## config.mk

```make
export PLATFORM = sky130hd
export DESIGN_NAME = icm_cascade_ctrl
export DESIGN_NICKNAME = d
export VERILOG_FILES = /design/src/rtl/icm_cascade_ctrl.v
export VERILOG_INCLUDE_DIRS = /design/src /design/src/rtl
export SDC_FILE = /design/constraint.sdc
export NUM_CORES = 1
export LEC_CHECK = 0
export BUFFER_PORTS_ARGS = -buffer_cell sky130_fd_sc_hd__clkbuf_2
export CAP_MARGIN = 20
export CORE_MARGIN = 3
export CORE_UTILIZATION = 45
export CTS_BUF_LIST = sky130_fd_sc_hd__clkbuf_4
export DETAILED_ROUTE_END_ITERATION = 12
export PLACE_DENSITY = 0.76
export SETUP_SLACK_MARGIN = 0.3
export SLEW_MARGIN = 40
export SYNTH_ARGS = -nofsm -noshare
export SYNTH_HDL_FRONTEND = slang
export SYNTH_SLANG_ARGS = --single-unit
```

## constraint.sdc

```tcl
create_clock -name clk -period 3.1 [get_ports clk]
set_input_delay 0.62 -clock clk [delete_from_list [all_inputs] [get_ports clk]]
set_output_delay 0.62 -clock clk [all_outputs]
set_load 0.005 [all_outputs]
```

## src/rtl/icm_consts.vh

```
// Constants of the cascade-capable interrupt controller core.
// Included by the design file and the bench; holds definitions and nothing else.
`ifndef ICM_CONSTS_VH
`define ICM_CONSTS_VH

// Register byte offsets on the AXI4-Lite slave.
`define ICM_OFF_MASK 5'h00
`define ICM_OFF_EOI 5'h04
`define ICM_OFF_OPW3 5'h08
`define ICM_OFF_CFG 5'h0c
`define ICM_OFF_CFG3 5'h10
`define ICM_OFF_STAT 5'h14
`define ICM_OFF_REQ 5'h18

// Reset values.
`define ICM_MASK_RST 8'h00
`define ICM_CFG_RST 8'h01
`define ICM_CFG3_RST 8'h00

// Configuration register fields (first and fourth init words merged).
`define ICM_CFG_SINGLE 0
`define ICM_CFG_VECTOR 1
`define ICM_CFG_AUTOEOI 2
`define ICM_CFG_ROLE 3
`define ICM_CFG_BUFFERED 4

// Second operation word command codes in bits 7..5.
`define ICM_CMD_NSEOI 3'h1
`define ICM_CMD_SEOI 3'h3
`define ICM_CMD_RNSEOI 3'h5
`define ICM_CMD_RSEOI 3'h7

// Third operation word fields.
`define ICM_OPW3_SMSET 5
`define ICM_OPW3_SMEN 6

// AXI responses.
`define ICM_RESP_OKAY 2'h0
`define ICM_RESP_SLVERR 2'h2

`endif

```

## src/rtl/icm_cascade_ctrl.v

```verilog
// Eight-input priority interrupt controller core with cascading,
// end-of-interrupt commands and normal and special masking.
// Assumes an AXI4-Lite master on clk, and acknowledge pulses from the host
// arriving as one-cycle strobes on clk; all inputs are synchronous to clk.
//
// The address map and register access over AXI4-Lite are this design's own decisions.
`timescale 1ns/10ps
`include "icm_consts.vh"

// What this block does
// - Buffer enable active while data outputs drive.
// - Buffered mode: role bit picks master/slave.
// - Eight slaves by eight inputs, 64 levels.
// - Selected slave drives vector on later acknowledges.
// - Cascade bus low except for slave inputs.
// - Hold slave address first to last acknowledge.
// - Each slave configured independently, same auto-end.
// - Non-slave input: bus low, master gives vector.
// - Slave input: interrupt if priority, output number.
// - Slave raises interrupt for unblocked peripheral request.
// - Slave matches cascade address, acts stand-alone.
// - Auto-end clears in-service bit on final acknowledge.
// - Non-specific end clears highest in-service bit.
// - Decode end commands from bits seven to five.
// - Specific end clears exactly the named bit.
// - Mask write disables only its own inputs.
// - Special mask: masked levels blocked, their in-service bits block nothing.
// - Special mask entered/left only with enable set.
// - Role bit ignored unless buffered mode set.
// - Fixed priority, input zero highest, seven lowest.
module icm_cascade_ctrl
(
  // Clock and reset.
  input wire clk,
  input wire rst,
  // AXI4-Lite register slave.
  input wire [4:0] s_axi_awaddr,
  input wire s_axi_awvalid,
  output wire s_axi_awready,
  input wire [31:0] s_axi_wdata,
  input wire [3:0] s_axi_wstrb,
  input wire s_axi_wvalid,
  output wire s_axi_wready,
  output reg [1:0] s_axi_bresp,
  output reg s_axi_bvalid,
  input wire s_axi_bready,
  input wire [4:0] s_axi_araddr,
  input wire s_axi_arvalid,
  output wire s_axi_arready,
  output reg [31:0] s_axi_rdata,
  output reg [1:0] s_axi_rresp,
  output reg s_axi_rvalid,
  input wire s_axi_rready,
  // Interrupt requests and host handshake.
  input wire [7:0] requestInputs,
  output reg intOut,
  input wire acknowledgePulse,
  // Data bus toward the host, through external buffers.
  output reg [7:0] dataOut,
  output reg dataOutEn,
  output wire bufferEnableOut_n,
  // Cascade address bus: input, output, output enable (low drives).
  input wire [2:0] cascadeAddressBusIn,
  output reg [2:0] cascadeAddressBusOut,
  output reg cascadeAddressBusOe_n,
  // Role strap used when not buffered, and base vector.
  input wire masterStrap,
  input wire [4:0] vectorBase
);

  // States of the acknowledge sequence, one-hot.
  localparam [3:0] ST_IDLE = 4'h1;
  localparam [3:0] ST_ACK1 = 4'h2;
  localparam [3:0] ST_ACK2 = 4'h4;
  localparam [3:0] ST_ACK3 = 4'h8;

  reg [7:0] maskBits_q;
  reg [7:0] inServiceBits_q;
  reg [7:0] config_q;
  reg [7:0] thirdInitWord_q;
  reg specialMask_q;
  reg [3:0] state_q;
  reg [2:0] ackLevel_q;
  reg ackDelegated_q;
  reg [4:0] awAddr_q;
  reg awHeld_q;
  reg [31:0] wData_q;
  reg wHeld_q;
  reg [4:0] wrAddr;
  reg [31:0] wrData;
  reg doWrite;

  // Mode decode; the role bit only counts when buffered.
  wire standaloneFlag = config_q[`ICM_CFG_SINGLE];
  wire bufferedMode = config_q[`ICM_CFG_BUFFERED];
  wire isMaster = bufferedMode ? config_q[`ICM_CFG_ROLE] : masterStrap;
  wire cascMaster = !standaloneFlag && isMaster;
  wire cascSlave = !standaloneFlag && !isMaster;
  wire vectorMode = config_q[`ICM_CFG_VECTOR];
  wire autoEoi = config_q[`ICM_CFG_AUTOEOI];
  wire [2:0] slaveId = thirdInitWord_q[2:0];

  // Requests enabled by the mask, and in-service bits that still block.
  // In special mask mode a masked level hides its in-service bit, so
  // a lower level may interrupt unless a higher unmasked level is in service.
  wire [7:0] enabledReq = requestInputs & ~maskBits_q;
  wire [7:0] blockingIsr = specialMask_q ? (inServiceBits_q & ~maskBits_q)
                                         : inServiceBits_q;

  // Fixed priority scan: lowest index wins.
  reg [2:0] reqLevel;
  reg reqFound;
  reg [2:0] isrLevel;
  reg isrFound;
  reg [2:0] blkLevel;
  reg blkFound;
  integer i;
  always @*
  begin
    reqLevel = 3'h0;
    reqFound = 1'b0;
    isrLevel = 3'h0;
    isrFound = 1'b0;
    blkLevel = 3'h0;
    blkFound = 1'b0;
    for (i = 7; i >= 0; i = i - 1)
    begin
      if (enabledReq[i])
      begin
        reqLevel = i[2:0];
        reqFound = 1'b1;
      end
      if (inServiceBits_q[i])
      begin
        isrLevel = i[2:0];
        isrFound = 1'b1;
      end
      if (blockingIsr[i])
      begin
        blkLevel = i[2:0];
        blkFound = 1'b1;
      end
    end
  end

  // A request wins only above every blocking in-service level.
  wire reqWins = reqFound && (!blkFound || reqLevel < blkLevel);

  // Interrupt output is registered; held low while a cycle runs.
  always @(posedge clk)
  begin
    if (rst)
      intOut <= 1'b0;
    else
      intOut <= reqWins && (state_q == ST_IDLE);
  end

  // AXI write channels are captured independently, in either order.
  assign s_axi_awready = !awHeld_q && !s_axi_bvalid;
  assign s_axi_wready = !wHeld_q && !s_axi_bvalid;
  wire awFire = s_axi_awvalid && s_axi_awready;
  wire wFire = s_axi_wvalid && s_axi_wready;
  wire haveAw = awHeld_q || awFire;
  wire haveW = wHeld_q || wFire;
  always @*
  begin
    wrAddr = awHeld_q ? awAddr_q : s_axi_awaddr;
    wrData = wHeld_q ? wData_q : s_axi_wdata;
    doWrite = haveAw && haveW && !s_axi_bvalid;
  end
  wire wrLane0 = (wHeld_q || wFire) && s_axi_wstrb[0];
  wire wrMapped = (wrAddr <= `ICM_OFF_REQ) && (wrAddr[1:0] == 2'h0);

  always @(posedge clk)
  begin
    if (rst)
    begin
      awHeld_q <= 1'b0;
      wHeld_q <= 1'b0;
      awAddr_q <= 5'h00;
      wData_q <= 32'h00000000;
      s_axi_bvalid <= 1'b0;
      s_axi_bresp <= `ICM_RESP_OKAY;
    end
    else
    begin
      if (awFire && !doWrite)
      begin
        awHeld_q <= 1'b1;
        awAddr_q <= s_axi_awaddr;
      end
      if (wFire && !doWrite)
      begin
        wHeld_q <= 1'b1;
        wData_q <= s_axi_wdata;
      end
      if (doWrite)
      begin
        awHeld_q <= 1'b0;
        wHeld_q <= 1'b0;
        s_axi_bvalid <= 1'b1;
        s_axi_bresp <= wrMapped ? `ICM_RESP_OKAY : `ICM_RESP_SLVERR;
      end
      else if (s_axi_bready)
        s_axi_bvalid <= 1'b0;
    end
  end

  // Decoded command strobes; byte lane 0 carries every register.
  wire wrEn = doWrite && wrLane0;
  wire wrMask = wrEn && wrAddr == `ICM_OFF_MASK;
  wire wrEoi = wrEn && wrAddr == `ICM_OFF_EOI;
  wire wrOpw3 = wrEn && wrAddr == `ICM_OFF_OPW3;
  wire [2:0] eoiCmd = wrData[7:5];
  wire [2:0] levelField = wrData[2:0];
  wire eoiSpecific = wrEoi && wrData[4:3] == 2'h0 &&
                     (eoiCmd == `ICM_CMD_SEOI || eoiCmd == `ICM_CMD_RSEOI);
  wire eoiNonSpecific = wrEoi && wrData[4:3] == 2'h0 &&
                        (eoiCmd == `ICM_CMD_NSEOI || eoiCmd == `ICM_CMD_RNSEOI);

  // Configuration, mask and special mask mode.
  always @(posedge clk)
  begin
    if (rst)
    begin
      maskBits_q <= `ICM_MASK_RST;
      config_q <= `ICM_CFG_RST;
      thirdInitWord_q <= `ICM_CFG3_RST;
      specialMask_q <= 1'b0;
    end
    else
    begin
      if (wrMask)
        maskBits_q <= wrData[7:0];
      if (wrEn && wrAddr == `ICM_OFF_CFG)
        config_q <= {3'h0, wrData[4:0]};
      if (wrEn && wrAddr == `ICM_OFF_CFG3)
        thirdInitWord_q <= wrData[7:0];
      if (wrOpw3 && wrData[`ICM_OPW3_SMEN])
        specialMask_q <= wrData[`ICM_OPW3_SMSET];
    end
  end

  // Acknowledge sequence. The first pulse picks the level and, except in a
  // cascade slave, sets its in-service bit; a master with a slave on that
  // level hands the remaining pulses to that slave over the cascade bus.
  wire lastAck2 = vectorMode;
  wire addrMatch = cascadeAddressBusIn == slaveId;
  // A slave can only see its address at the second pulse, since the master
  // raises it after the first; an unnamed slave stays silent to the end.
  wire slaveSel = cascSlave && addrMatch && state_q == ST_ACK1;
  wire slaveOnReq = thirdInitWord_q[reqLevel] && cascMaster;
  wire ackLast = acknowledgePulse &&
                 ((state_q == ST_ACK1 && lastAck2) || state_q == ST_ACK2);
  reg [7:0] isrSet;
  reg [7:0] isrClr;
  always @*
  begin
    isrSet = 8'h00;
    isrClr = 8'h00;
    if (acknowledgePulse && state_q == ST_IDLE && reqFound && !cascSlave)
      isrSet[reqLevel] = 1'b1;
    // A selected slave in vector mode with auto-end leaves its bit clear.
    if (acknowledgePulse && slaveSel && enabledReq[ackLevel_q] && !(autoEoi && lastAck2))
      isrSet[ackLevel_q] = 1'b1;
    if (eoiSpecific)
      isrClr[levelField] = 1'b1;
    else if (eoiNonSpecific && isrFound)
      isrClr[isrLevel] = 1'b1;
    if (autoEoi && ackLast && !(cascSlave && ackDelegated_q && !slaveSel))
      isrClr[ackLevel_q] = 1'b1;
  end

  // A bit set by a fresh acknowledge survives a clear in the same cycle.
  always @(posedge clk)
  begin
    if (rst)
      inServiceBits_q <= 8'h00;
    else
      inServiceBits_q <= (inServiceBits_q & ~isrClr) | isrSet;
  end

  // Sequence state, data output and cascade bus.
  always @(posedge clk)
  begin
    if (rst)
    begin
      state_q <= ST_IDLE;
      ackLevel_q <= 3'h0;
      ackDelegated_q <= 1'b0;
      dataOut <= 8'h00;
      dataOutEn <= 1'b0;
      cascadeAddressBusOut <= 3'h0;
      cascadeAddressBusOe_n <= 1'b1;
    end
    else
    begin
      dataOutEn <= 1'b0;
      // Master drives the bus, low by default; slaves only listen.
      cascadeAddressBusOe_n <= !cascMaster;
      case (state_q)
        ST_IDLE:
        begin
          cascadeAddressBusOut <= 3'h0;
          if (acknowledgePulse)
          begin
            state_q <= ST_ACK1;
            ackLevel_q <= reqLevel;
            // A slave stays silent until the cascade bus names it.
            ackDelegated_q <= slaveOnReq || cascSlave;
            if (slaveOnReq)
              cascadeAddressBusOut <= reqLevel;
            // In call mode the master gives the first byte itself, even for a slave input.
            if (!cascSlave)
            begin
              dataOut <= 8'hcd; // Call opcode on the first byte.
              dataOutEn <= !vectorMode;
            end
          end
        end
        ST_ACK1:
          if (acknowledgePulse)
          begin
            dataOut <= {vectorBase, ackLevel_q};
            dataOutEn <= !ackDelegated_q || slaveSel;
            ackDelegated_q <= ackDelegated_q && !slaveSel;
            state_q <= lastAck2 ? ST_IDLE : ST_ACK2;
            if (lastAck2)
              cascadeAddressBusOut <= 3'h0;
          end
        ST_ACK2:
          if (acknowledgePulse)
          begin
            dataOut <= 8'h00; // Upper address byte of the call.
            dataOutEn <= !ackDelegated_q;
            state_q <= ST_IDLE;
            cascadeAddressBusOut <= 3'h0;
          end
        default:
          state_q <= ST_IDLE;
      endcase
    end
  end

  // Buffers are enabled exactly while data is driven, in buffered mode;
  // otherwise the pin stays inactive.
  assign bufferEnableOut_n = !(bufferedMode && dataOutEn);

  // Read channel: one outstanding read, answered the cycle after arvalid.
  assign s_axi_arready = !s_axi_rvalid;
  wire rdMapped = (s_axi_araddr <= `ICM_OFF_REQ) && (s_axi_araddr[1:0] == 2'h0);
  reg [7:0] rdByte;
  always @*
  begin
    case (s_axi_araddr)
      `ICM_OFF_MASK: rdByte = maskBits_q;
      `ICM_OFF_OPW3: rdByte = {1'b0, 1'b0, specialMask_q, 5'h00};
      `ICM_OFF_CFG: rdByte = config_q;
      `ICM_OFF_CFG3: rdByte = thirdInitWord_q;
      `ICM_OFF_STAT: rdByte = inServiceBits_q;
      `ICM_OFF_REQ: rdByte = requestInputs;
      default: rdByte = 8'h00;
    endcase
  end

  always @(posedge clk)
  begin
    if (rst)
    begin
      s_axi_rvalid <= 1'b0;
      s_axi_rdata <= 32'h00000000;
      s_axi_rresp <= `ICM_RESP_OKAY;
    end
    else if (s_axi_arvalid && s_axi_arready)
    begin
      s_axi_rvalid <= 1'b1;
      s_axi_rdata <= {24'h000000, rdByte};
      s_axi_rresp <= rdMapped ? `ICM_RESP_OKAY : `ICM_RESP_SLVERR;
    end
    else if (s_axi_rready)
      s_axi_rvalid <= 1'b0;
  end

endmodule // icm_cascade_ctrl

```

==> results.txt <==
----------------------------------------------------
[Status]
  Outcome ... completed

[Route]
  TritonRoute pass-1 iters ... 6
  DRC Markers ... 0
  Antenna-violating nets left ... 0
  Routed WL ... 13900 µm
  DR WL/cell ... 18.0 µm
  Mean number of vias per cell ... 5.96
  Via count ... 4599
  Number of DRC markers after the initial detailed-route iteration ... 478

[Layout]
  Area growth syn-to-layout ... 11.1%
  Final #Nets ... 705
  Most frequent cells in the layout ... sky130_fd_sc_hd__nor2_1 (84), sky130_fd_sc_hd__dfxtp_1 (78), sky130_fd_sc_hd__clkbuf_2 (73)
  Fill cell instance count of the final layout ... 969
  Fraction of final layout cells with drive strength greater than 1 ... 0.199
  Most common cell after layout, fill and taps aside ... sky130_fd_sc_hd__nor2_1
  Finished layout cell area ... 0.00519 mm²
  Ant diodes ... 0
  Post-route core utilization ... 0.522

[Global routing]
  Global-route wire length before repair ... 21700 µm
  Total Routing Usage GR ... 0.238
  Maximum number of pins on one net before global-route repair ... 49
  Number of global-route vias before repair ... 4253
  Initial antenna violation count ... 0
  Overflow left after global routing ... 0

[STA]
  Worst Max-Slew Pin Slew ... 0.763 ns
  Total Neg Setup Slack ... 0 ns
  Setup repair after global routing missed its margin ... false
  Slew headroom ... 0.487
  Final Cycle Share ... 0.812
  Post-layout min period ... 2.52 ns
  Worst clock skew ... 0.0161 ns
  Slack of the critical path ... 0.583 ns
  Number of pins with negative max-slew slack in the final report ... 0
  Upper clock frequency limit ... 397 MHz
  Number of failing hold endpoints at the final stage ... 0
  Final setup violation count ... 0

[Die]
  Die extent in y ... 108 µm
  Total core area ... 0.00995 mm²
  Effective utilization at floorplan ... 0.470
  Top Ports ... 127
  Die width ... 108 µm
  Site Rows ... 36
  Full die area ... 0.0116 mm²

[Synth]
  Largest cells by area after synthesis ... sky130_fd_sc_hd__dfxtp_1 (33%), sky130_fd_sc_hd__mux2i_1 (8.1%), sky130_fd_sc_hd__nor2_1 (6.7%), sky130_fd_sc_hd__buf_4 (4.2%), sky130_fd_sc_hd__nand2_1 (4.0%)
  Async set-or-reset flop fraction in the synthesized netlist ... 0
  Cell accounting for the most synthesized area ... sky130_fd_sc_hd__dfxtp_1
  Post-synthesis cell count ... 571
  Avg Inst Size Synth ... 8.19 µm²
  Number of storage elements in the synthesis netlist ... 78
  Top flip-flop cell by instance count after synthesis ... sky130_fd_sc_hd__dfxtp_1
  Share of synthesized area occupied by flip-flops and latches ... 0.334
  Share of Yosys cell area claimed by the top area cell type ... 0.334
  Yosys warns ... 0
  Area of the mapped netlist ... 0.00467 mm²
  Number of distinct library cells after synthesis ... 76
  Post-synth EDFFs ... 0

[CTS]
  Cell at the root of the clock tree ... sky130_fd_sc_hd__clkbuf_4
  Setup Fix Bufs, Post-CTS ... 0
  Worst skew pair latency ... 0.46 ns
  Clock tree from TritonCTS ... yes
  Number of buffers on the longest clock path ... 2
  Clock-pin transition on the worst setup and hold timing paths ... 0.15 ns
  H-tree depth ... 3
  Post-cts resize count ... 0
  Count of hold-fix buffers inserted at cts ... 0
  Number of buffers added by the clock tree synthesis step ... 9
  Number of sinks on the clock net ... 78

[Job]
  Number of max-capacitance violations reported ... 0

[Place]
  Placement Setup Slack ... 0.401 ns
  RD Place Congestion ... 1.00
  Placed standard-cell area ... 0.00504 mm²
  DP HPWL ... 10300 µm
  Port Buffers ... 73

[Critical path]
  CP endpoint kind ... flip-flop
  Data arrival time of the worst path ... 2.88 ns
  Worst Path Required ... 3.46 ns
  Crit Path Category ... flip-flop to flip-flop
  Sort of element at the start of the critical path ... flip-flop
  Largest driver fanout on the critical path ... 5

[Pwr]
  Worst VDD drop ... 0.304 mV
  Leakage power of the design ... 0.00215 µW
  Power density over cell area ... 407 mW/mm²

[Min path]
  Worst min path class ... primary input to flip-flop

----------------------------------------------------
-- registers in the layout (all words and copies together) (netlist names), 3 cells and up --
register / cells
cascadeAddressBusOut: 3
dataOut: 8
wData_q: 8
maskBits_q: 8
s_axi_rdata: 8
awAddr_q: 5
inServiceBits_q: 8
thirdInitWord_q: 8
state_q: 3
config_q: 5
ackLevel_q: 3
-- critical path, cell delays in order, from the launching register on --
cell and delay (ns):
sky130_fd_sc_hd__dfxtp_1 0.47, sky130_fd_sc_hd__nand2b_1 0.28, sky130_fd_sc_hd__nand2_1 0.10, sky130_fd_sc_hd__nor3_1 0.36, sky130_fd_sc_hd__nor2_1 0.18, sky130_fd_sc_hd__ha_1 0.27
sky130_fd_sc_hd__nor4_1 0.30, sky130_fd_sc_hd__o21ai_0 0.13, sky130_fd_sc_hd__a221oi_1 0.32
-- metal layers --
layer / up-vias / track usage / part of all wire / routed length [µm]
met1: 2170 / 0.320 / 0.43 / 5950
met4: 0 / 0.131 / 0.045 / 625
met3: 56 / 0.0420 / 0.072 / 997
met2: 217 / 0.362 / 0.45 / 6290
met5: - / 0 / 0 / 0
li1: 2156 / - / - / -
-- area by class of cell --
| cell class | instances | area [µm²] | share of cell area |
|---|---|---|---|
| timing repair buffer | 78 | 403 | 0.0776 |
| multi-input combinational | 447 | 2850 | 0.548 |
| clock inverter | 7 | 80.1 | 0.0154 |
| sequential | 78 | 1560 | 0.301 |
| inverter | 19 | 71.3 | 0.0137 |
| clock buffer | 9 | 67.6 | 0.0130 |
| tap | 133 | 166 | 0.0320 |
-- metrics by stage --
stage          hold slack [ns]  std cells  total power [µW]
2_1_floorplan            0.449        596              1350
3_3_place_gp             0.452        755              1440
3_5_place_dp             0.458        755              1450
4_1_cts                  0.338        771              2110
5_1_grt                  0.334        771              2200
6_report                 0.339        771              2120
-- synthesized netlist by cell type (3+ instances only) --
cell and number:
sky130_fd_sc_hd__nor2_1 84, sky130_fd_sc_hd__dfxtp_1 78, sky130_fd_sc_hd__nand2_1 50, sky130_fd_sc_hd__mux2i_1 38
sky130_fd_sc_hd__buf_4 26, sky130_fd_sc_hd__a21oi_1 25, sky130_fd_sc_hd__a22oi_1 19, sky130_fd_sc_hd__inv_1 19
sky130_fd_sc_hd__clkbuf_1 18, sky130_fd_sc_hd__nand3_1 18, sky130_fd_sc_hd__nor3_1 15, sky130_fd_sc_hd__nand2b_1 14
sky130_fd_sc_hd__a211oi_1 12, sky130_fd_sc_hd__nor2b_1 12, sky130_fd_sc_hd__mux2_2 11, sky130_fd_sc_hd__a222oi_1 9
sky130_fd_sc_hd__o21ai_0 7, sky130_fd_sc_hd__nand3b_1 6, sky130_fd_sc_hd__o211ai_1 6, sky130_fd_sc_hd__and3_1 5
sky130_fd_sc_hd__buf_2 5, sky130_fd_sc_hd__a31oi_1 4, sky130_fd_sc_hd__and2_1 4, sky130_fd_sc_hd__nor4_1 4
sky130_fd_sc_hd__o221ai_1 4, sky130_fd_sc_hd__o22ai_1 4, sky130_fd_sc_hd__xnor2_1 4, sky130_fd_sc_hd__a221oi_1 3
sky130_fd_sc_hd__a32oi_1 3, sky130_fd_sc_hd__buf_1 3, sky130_fd_sc_hd__nor3b_1 3, sky130_fd_sc_hd__o2111ai_1 3
sky130_fd_sc_hd__o21ai_1 3
-- cell families (layout without fill, tap and decap cells) --
| logic type | after synthesis | in the layout | share of synthesized area |
|---|---|---|---|
| compound gates | 128 | 128 | 0.205 |
| mux | 50 | 50 | 0.111 |
| fa+ha+maj | 1 | 1 | 0.00268 |
| other cells | 1 | 26 | 0.000802 |
| xor+xnor | 4 | 4 | 0.00749 |
| simple gates | 238 | 238 | 0.260 |
| buf+inv | 71 | 113 | 0.0792 |
| flops | 78 | 78 | 0.334 |
-- where the power goes --
part / total [µW] / internal, µW / switching (µW)
clock: 675 / 255 / 419
combinational: 359 / 141 / 217
sequential: 1080 / 1040 / 44.3
total: 2120 / 1430 / 681
-- path summary, 6_finish.rpt --
| path | start | end | slack [ns] | cells past startpoint |
|---|---|---|---|---|
| max | maskBits_q[4]$_SDFFE_PP0P_ | intOut$_SDFF_PP0_ | 0.58 | 8 |
| min | s_axi_rready | s_axi_rvalid$_SDFFE_PP0P_ | 0.34 | 2 |
| max reg2reg | maskBits_q[4]$_SDFFE_PP0P_ | intOut$_SDFF_PP0_ | 0.58 | 8 |
| min reg2reg | cascadeAddressBusOut[0]$_SDFFE_PP0P_ | cascadeAddressBusOut[0]$_SDFFE_PP0P_ | 0.48 | 2 |
Power figures use the tool's default switching activity.
